[config.mk]
export PLATFORM = sky130hd
export DESIGN_NAME = tape_host_port
export DESIGN_NICKNAME = d
export VERILOG_FILES = /design/src/hdl/tape_port_pkg.sv /design/src/hdl/tape_host_port.sv /design/src/hdl/tape_skid_buffer.sv
export SDC_FILE = /design/constraint.sdc
export NUM_CORES = 1
export LEC_CHECK = 0
export CAP_MARGIN = 20
export CELL_PAD_IN_SITES_DETAIL_PLACEMENT = 1
export CELL_PAD_IN_SITES_GLOBAL_PLACEMENT = 2
export CORE_MARGIN = 2
export CORE_UTILIZATION = 36
export CTS_BUF_LIST = sky130_fd_sc_hd__clkbuf_2 sky130_fd_sc_hd__clkbuf_4 sky130_fd_sc_hd__clkbuf_8
export DETAILED_ROUTE_END_ITERATION = 7
export DONT_BUFFER_PORTS = 1
export GPL_TIMING_DRIVEN = 0
export PLACE_DENSITY_LB_ADDON = 0.3
export SYNTH_ARGS = -nofsm -noshare
export SYNTH_HDL_FRONTEND = slang
export SYNTH_SLANG_ARGS = --single-unit
[constraint.sdc]
create_clock -name clock_i -period 1.79 [get_ports clock_i]
set_input_delay 0.358 -clock clock_i [delete_from_list [all_inputs] [get_ports clock_i]]
set_output_delay 0.358 -clock clock_i [all_outputs]
set_load 0.005 [all_outputs]
[src/hdl/tape_port_pkg.sv]
/*
 * Constants for the tape drive parallel host port: bus width, clock rate,
 * handshake kinds, reset pulse and settle timing and state codes.
 * Assumes a single 20 MHz clock; nothing else is needed from outside.
 */
package tape_port_pkg;
	// Bus width on the cable.
	localparam int BUS_WIDTH = 8;
	// Clock rate in kHz.
	localparam int CLOCK_KHZ = 20000;
	// Length of the tape reset pulse after power-up, in microseconds.
	localparam int RESET_PULSE_US = 100;
	localparam int RESET_PULSE_CYCLES = (RESET_PULSE_US * CLOCK_KHZ) / 1000;
	// Settling time of the bus before a strobe, in nanoseconds.
	localparam int SETTLE_NS = 100;
	localparam int SETTLE_CYCLES = (SETTLE_NS * CLOCK_KHZ + 999999) / 1000000;
	// Transfer kinds requested by the user side.
	localparam logic [1:0] KIND_COMMAND = 2'h0;
	localparam logic [1:0] KIND_STATUS = 2'h1;
	localparam logic [1:0] KIND_WRITE = 2'h2;
	localparam logic [1:0] KIND_READ = 2'h3;
	// Command byte that fetches status after an exception.
	localparam logic [7:0] STATUS_FETCH_CMD = 8'hc0;
	// Handshake state machine, Gray coded along the usual path.
	typedef enum logic [2:0] {
		ST_POWERUP = 3'h0,
		ST_IDLE = 3'h1,
		ST_SETTLE = 3'h3,
		ST_WAIT_ACK = 3'h7,
		ST_WAIT_DROP = 3'h5
	} hs_state_t;
endpackage

[src/hdl/tape_host_port.sv]
/*
 * Board end of the eight-bit parallel tape cable: command, status and data
 * byte handshakes, reset pulse, online control and exception follow-up.
 * Assumes cable inputs are synchronous to clock_i; pad logic joins the
 * three bus signals into the two-way wire.
 */
`timescale 1ns/100ps
`default_nettype none
// Operation
// (RULE1) One eight-bit two-way bus, bit 7 most significant, carries everything.
// (RULE2) Abort a read or write by dropping tape online.
// (RULE3) Request line marks a command byte and paces status bytes.
// (RULE4) Pulse tape reset after power-up.
// (RULE5) Transfer strobe marks byte taken on read, byte placed on write.
// (RULE6) Tape acknowledge marks read byte valid or write byte accepted.
// (RULE7) Commands go out only while tape ready is true.
// (RULE8) Tape ready during a command byte shows it was read.
// (RULE9) Tape ready also paces data blocks and status bytes; the code paces status bytes on ready, data bytes on acknowledge.
// (RULE10) Tape raises exception when an operation has been terminated.
// (RULE11) On exception the board issues a status-fetch command.
// (RULE12) Direction true means the tape drives the bus.
// (RULE13) Board drives the bus only while direction is false.
// (RULE14) All cable signals, bus bits included, are active low.
// (RULE15) Each byte handshake completes before the next starts.
module tape_host_port #(
	parameter int RESET_CYCLES = tape_port_pkg::RESET_PULSE_CYCLES
) (
	input wire logic clock_i,
	input wire logic arst_n_i,
	input wire logic online_i,
	input wire logic req_valid_i,
	output logic req_ready_o,
	input wire logic [1:0] req_kind_i,
	input wire logic [7:0] req_data_i,
	output logic rsp_valid_o,
	input wire logic rsp_ready_i,
	output logic [7:0] rsp_data_o,
	output logic exception_o,
	output logic fetch_busy_o,
	input wire logic [7:0] tape_bus_bits_n_i,
	output logic [7:0] tape_bus_bits_n_o,
	output logic tape_bus_bits_oe_o,
	output logic tape_online_n_o,
	output logic tape_request_n_o,
	output logic tape_reset_line_n_o,
	output logic host_data_strobe_n_o,
	input wire logic tape_ack_n_i,
	input wire logic tape_ready_n_i,
	input wire logic tape_exception_n_i,
	input wire logic tape_direction_n_i
);
	tape_port_pkg::hs_state_t state, next_state;
	logic [15:0] count, next_count;
	logic [1:0] kind, next_kind;
	logic [7:0] out_byte, next_out_byte;
	logic req_line, next_req_line;
	logic strobe_line, next_strobe_line;
	logic reset_line, next_reset_line;
	logic fetch_pend, next_fetch_pend;
	logic fault_seen, next_fault_seen;
	logic buf_valid, buf_ready;
	logic [7:0] buf_data;
	logic ack, rdy, fault, tape_drives, resp;
	logic from_tape;

	// =========================================================================
	// Cable polarity: every line asserted is low. [RULE14]
	assign ack = !tape_ack_n_i;
	assign rdy = !tape_ready_n_i;
	assign fault = !tape_exception_n_i;
	assign tape_drives = !tape_direction_n_i; // [RULE12]
	assign from_tape = (kind == tape_port_pkg::KIND_STATUS) ||
		(kind == tape_port_pkg::KIND_READ);
	// Commands and status complete on ready; data bytes on acknowledge.
	assign resp = (kind[1] ? ack : rdy); // [RULE6] [RULE8] [RULE9]

	// =========================================================================
	// Handshake sequencer with reset pulse and exception follow-up.
	always_comb begin
		next_state = state;
		next_count = count;
		next_kind = kind;
		next_out_byte = out_byte;
		next_req_line = req_line;
		next_strobe_line = strobe_line;
		next_reset_line = reset_line;
		next_fetch_pend = fetch_pend || (fault && !fault_seen); // [RULE11]
		next_fault_seen = fault;
		buf_valid = 1'b0;
		case (state)
			tape_port_pkg::ST_POWERUP: begin
				next_reset_line = 1'b1; // [RULE4]
				if (count == 16'(RESET_CYCLES - 1)) begin
					next_reset_line = 1'b0;
					next_state = tape_port_pkg::ST_IDLE;
				end
				next_count = count + 16'h1;
			end
			tape_port_pkg::ST_IDLE: begin
				next_count = 16'h0;
				if (fetch_pend && rdy && !tape_drives) begin
					// Status fetch outranks user work. [RULE7] [RULE11]
					next_kind = tape_port_pkg::KIND_COMMAND;
					next_out_byte = tape_port_pkg::STATUS_FETCH_CMD;
					// A fresh exception in this same cycle must survive the clear.
					next_fetch_pend = fault && !fault_seen; // [RULE11]
					next_state = tape_port_pkg::ST_SETTLE;
				end else if (req_valid_i && req_ready_o) begin
					next_kind = req_kind_i;
					next_out_byte = req_data_i;
					next_state = tape_port_pkg::ST_SETTLE;
				end
			end
			tape_port_pkg::ST_SETTLE: begin
				// Data settles on the bus before the strobe falls.
				next_count = count + 16'h1;
				if (count >= 16'(tape_port_pkg::SETTLE_CYCLES - 1)) begin
					if (kind[1]) begin
						next_strobe_line = kind == tape_port_pkg::KIND_WRITE; // [RULE5]
					end else begin
						next_req_line = 1'b1; // [RULE3]
					end
					next_state = tape_port_pkg::ST_WAIT_ACK;
				end
			end
			tape_port_pkg::ST_WAIT_ACK: begin
				if (resp && (!from_tape || buf_ready)) begin
					buf_valid = from_tape;
					if (kind == tape_port_pkg::KIND_READ) begin
						next_strobe_line = 1'b1; // [RULE5]
					end else if (kind != tape_port_pkg::KIND_WRITE) begin
						next_req_line = !from_tape; // [RULE3]
					end
					next_state = tape_port_pkg::ST_WAIT_DROP;
				end
			end
			tape_port_pkg::ST_WAIT_DROP: begin
				// Strobes release only after the response; next byte waits. [RULE15]
				next_strobe_line = 1'b0;
				next_req_line = 1'b0;
				if (!resp) begin
					next_state = tape_port_pkg::ST_IDLE;
				end
			end
			default: begin
				next_state = tape_port_pkg::ST_IDLE;
			end
		endcase
	end

	// Registers only; every next value is worked out in the sequencer.
	always_ff @(posedge clock_i or negedge arst_n_i) begin
		if (!arst_n_i) begin
			state <= tape_port_pkg::ST_POWERUP;
			count <= 16'h0;
			kind <= tape_port_pkg::KIND_COMMAND;
			out_byte <= 8'h00;
			req_line <= 1'b0;
			strobe_line <= 1'b0;
			reset_line <= 1'b1;
			fetch_pend <= 1'b0;
			fault_seen <= 1'b0;
		end else begin
			state <= next_state;
			count <= next_count;
			kind <= next_kind;
			out_byte <= next_out_byte;
			req_line <= next_req_line;
			strobe_line <= next_strobe_line;
			reset_line <= next_reset_line;
			fetch_pend <= next_fetch_pend;
			fault_seen <= next_fault_seen;
		end
	end

	// =========================================================================
	// Bytes from the tape pass a two-entry buffer so a stalled user loses none.
	assign buf_data = ~tape_bus_bits_n_i; // [RULE1] [RULE14]
	tape_skid_buffer #(
		.WIDTH(tape_port_pkg::BUS_WIDTH)
	) rx_buffer (
		.clock_i(clock_i),
		.arst_n_i(arst_n_i),
		.in_valid_i(buf_valid),
		.in_ready_o(buf_ready),
		.in_data_i(buf_data),
		.out_valid_o(rsp_valid_o),
		.out_ready_i(rsp_ready_i),
		.out_data_o(rsp_data_o)
	);

	// =========================================================================
	// Cable outputs; drivers stay off whenever the tape owns the bus.
	assign tape_bus_bits_n_o = ~out_byte; // [RULE1]
	assign tape_bus_bits_oe_o = !tape_drives && !from_tape &&
		(state != tape_port_pkg::ST_IDLE) &&
		(state != tape_port_pkg::ST_POWERUP); // [RULE13]
	assign tape_online_n_o = !online_i; // [RULE2]
	assign tape_request_n_o = !req_line;
	assign tape_reset_line_n_o = !reset_line;
	assign host_data_strobe_n_o = !strobe_line;
	assign exception_o = fault; // [RULE10]
	assign fetch_busy_o = fetch_pend;
	// Commands wait for tape ready; a pending status fetch goes first.
	assign req_ready_o = (state == tape_port_pkg::ST_IDLE) && !fetch_pend &&
		(req_kind_i != tape_port_pkg::KIND_COMMAND || rdy); // [RULE7]
endmodule // tape_host_port
`default_nettype wire

[src/hdl/tape_skid_buffer.sv]
/*
 * Two-entry buffer with valid and ready on both sides.
 * Assumes the single system clock and an asynchronous active-low reset.
 */
`timescale 1ns/100ps
`default_nettype none
module tape_skid_buffer #(
	parameter int WIDTH = 8
) (
	input wire logic clock_i,
	input wire logic arst_n_i,
	input wire logic in_valid_i,
	output logic in_ready_o,
	input wire logic [WIDTH-1:0] in_data_i,
	output logic out_valid_o,
	input wire logic out_ready_i,
	output logic [WIDTH-1:0] out_data_o
);
	logic [WIDTH-1:0] slot [2];
	logic [1:0] count;
	logic rd_ptr;
	logic wr_ptr;
	logic [WIDTH-1:0] next_slot [2];
	logic [1:0] next_count;
	logic next_rd_ptr;
	logic next_wr_ptr;
	logic push;
	logic pop;

	// =========================================================================
	// Occupancy; a full buffer refuses, so a stalled reader loses nothing.
	always_comb begin
		push = in_valid_i && (count != 2'h2);
		pop = (count != 2'h0) && out_ready_i;
		next_slot = slot;
		if (push) begin
			next_slot[wr_ptr] = in_data_i;
		end
		next_wr_ptr = push ? !wr_ptr : wr_ptr;
		next_rd_ptr = pop ? !rd_ptr : rd_ptr;
		next_count = count + {1'b0, push} - {1'b0, pop};
	end

	// Registers only; slots and pointers follow the next values above.
	always_ff @(posedge clock_i or negedge arst_n_i) begin
		if (!arst_n_i) begin
			slot[0] <= '0;
			slot[1] <= '0;
			count <= 2'h0;
			rd_ptr <= 1'b0;
			wr_ptr <= 1'b0;
		end else begin
			slot <= next_slot;
			count <= next_count;
			rd_ptr <= next_rd_ptr;
			wr_ptr <= next_wr_ptr;
		end
	end

	// Flags come from the count, so a full buffer never claims room.
	assign in_ready_o = (count != 2'h2);
	assign out_valid_o = (count != 2'h0);
	assign out_data_o = slot[rd_ptr];
endmodule // tape_skid_buffer
`default_nettype wire

==> key figures <==
Setup path
  – Critical path buffers and inverters: 0
  – CP Max Fanout: 4
  – Startpoint Class: flop
  – Critical Path Max Stage Delay: 540 ps
  – Reg2reg end: strobe_line
  – Length in cells of the worst reg-to-reg path: 5
  – Worst setup path end: strobe_line
  – Crit end category: flop
  – Worst path depth: 5
  – Crit path required time: 1990 ps
  – Crit path DAT: 2040 ps
  – RR Startpoint: state[2]
  – Critical path class: reg -> reg
  – CP Cell Sequence: or4_4 > nor4_4 > a311o_1 > nor3_2 > mux2i_1
  – Crit-path leading delay family: simple AND/OR/NAND/NOR gates
  – CP startpoint: state[2]
  – Critical Path Slowest Stage Cell: or4_4
  – R2R setup slack: -40 ps

Floorplanning
  – Top-level port count: 52
  – Core area: 7290 µm²
  – Initial Utilization: 37.4%
  – Die width: 91.0 µm
  – Die area: 8280 µm²
  – Num rows: 31
  – Die Ht: 91.0 µm

Clock network
  – Clock tree root driver cell: clkbuf_8
  – CTS buffer count: 5
  – Clock Latency Late Sink: 310 ps
  – Max clock buf depth: 2
  – Sink Count: 54
  – Htree depth: 2
  – CTS tree: done
  – Clock transition at path regs: 100 ps

Job
  – Max-cap viol count: 0

STA
  – Hold slack: 112 ps
  – Pins Over Slew Limit: 0
  – RSZ-0062 raised after global routing: true
  – Worst relative slew slack: 69.7%
  – Setup-failing EPs final: 2
  – FMAX: 545 MHz
  – Clock skew: 7.26 ps
  – Final Critical Period: 1830 ps
  – Worst setup margin: -43.4 ps
  – Post-route clock period utilization: 102%
  – Final hold violation count: 0
  – Tightest Pin Transition: 448 ps

Synth
  – Synthesized Nets: 326
  – Synth Flop Type: dfrtp_1
  – Number of synthesized register bits: 54
  – Cell taking the most area after synthesis: dfrtp_1
  – Synth area leaders: dfrtp_1 (49%), nand2_1 (5.8%), o21ai_0 (5.7%), a21oi_1 (4.0%), mux2_2 (3.3%)
  – Gate Count Post-Synth: 294
  – Synth Cell Area: 2720 µm²
  – Syn. warnings: 0
  – Post-synth ARST share: 100%
  – Number of synthesized flops with an enable pin: 0
  – Post-synthesis sequential area ratio: 49.7%
  – Library cells used by synthesis: 45
  – Area share of the largest cell type after synthesis: 48.7%
  – Post-synthesis average cell area: 9.26 µm²

Final layout
  – Commonest non-fill, non-tap cell in the layout: dfrtp_1
  – Syn-to-layout area delta: 16.9%
  – Layout Nets: 345
  – # diodes: 0
  – Final Non-Filler Cells: 413
  – Post-layout util: 43.7%
  – Commonest cells after routing, fill and taps aside: dfrtp_1 (45), nand2_1 (41), o21ai_0 (30)
  – Share of layout cells above drive strength 1: 21.0%

GRT
  – Total gr overflow: 0
  – Pin count of the biggest net entering global routing: 55
  – Initial antenna violation count: 0
  – First-pass GRT wire length: 11100 µm
  – GRT Overall Usage: 16.4%
  – Vias in the first global route: 2281

Place
  – Detail Placement HPWL: 4450 µm
  – Routability-driven placement congestion ratio: 0.742
  – IO Port Bufs: 0
  – Placed Cells incl. Taps: 393

Routing
  – First DRT Iteration DRCs: 83
  – # DRC: 0
  – Total detailed-routing wirelength: 6610 µm
  – Routed vias/inst: 5.26
  – DR pass1 iterations: 4
  – Final ANT Viol Nets: 0
  – Via Count: 2172
  – DR WL/cell: 16.0 µm

Power and ir drop
  – Total Power: 4.60 mW
  – Power Density: 1450 nW/µm²
  – Max VDD drop: 0.550 mV
  – Leakage power: 1.43 nW

Status
  – Violated checks: negative setup slack
  – Status: finished, violations left

Worst hold path
  – Hold Crit Class: in -> reg
[metrics by stage]
step                      setup TNS (ps)  cell area (µm²)  setup slack (ps)
after global placement             -3020             2850              -283
after detailed placement           -3670             2850              -332
after floorplan                        0             2720              46.1
after CTS                          -62.3             3050             -42.6
after global routing                -375             3180              -136
final                              -44.9             3180             -43.4
[flip-flops by register name, summed over array words and instances (netlist names), 2 cells and up]
signal / cells
rx_buffer.count: 2
rx_buffer.slot: 16
state: 3
count: 16
kind: 2
out_byte: 8
[area by class of cell]
cell class	count	area (µm²)
buffer	10	45.0
timing repair buffer	15	135
tap	99	124
sequential	54	1360
clock buffer	5	68.8
fill	856	4110
multi-input combinational	205	1320
clock inverter	3	47.5
inverter	22	82.6
[power by group]
part	switching (mW)	internal, mW	leakage (nW)
clock network	0.445	0.428	0.0591
registers	0.328	1.62	0.671
logic	1.01	0.773	0.697
[synth_stat cells (4+ instances only)]
master,count
nand2_1,42
o21ai_1,9
a31oi_1,5
dfrtp_1,53
o21ai_0,31
a21oi_1,22
nand3_1,9
clkbuf_1,10
nor2_1,17
mux2_2,8
inv_1,22
nor3b_1,4
nand4_1,6
ha_1,5
[routing by layer]
layer  global-route usage, %  vias up  wire length [µm]
met2                    27.0       39              3170
met3                    3.57        5               278
met5                       0        -                 0
met1                    22.2     1077              3100
met4                    3.41        0                57
li1                        -     1051                 -
[how the worst min path moves through the flow]
stage,start,end,depth (start not counted),slack [ps]
3_3_place_gp,arst_n_i,count[15],0,60
5_1_grt,tape_bus_bits_n_i[5],rx_buffer.slot[13],1,100
3_5_place_dp,arst_n_i,count[15],0,60
2_1_floorplan,arst_n_i,count[0],0,60
4_1_cts,tape_bus_bits_n_i[1],rx_buffer.slot[9],1,100
6_report,tape_bus_bits_n_i[1],rx_buffer.slot[9],1,110
[repair_timing]
item                                    in CTS  in global routing
pin swaps                                    7                  6
hold endpoints to repair                    54                  0
setup buffers                                5                  8
gates resized for setup                      8                 25
hold buffers                                 2                  0
endpoints found under the setup margin      38                 31
[kinds of logic (layout without fill, tap and decap cells)]
kind of cell | Yosys count | count (layout) | synth area share (%)
mux | 11 | 11 | 4.59
xor+xnor | 6 | 6 | 1.93
compound gates | 77 | 77 | 15.6
fa+ha+maj | 5 | 5 | 2.30
simple gates | 106 | 106 | 21.0
buf+inv | 35 | 55 | 4.96
flops | 54 | 54 | 49.7
Power figures use the tool's default switching activity.
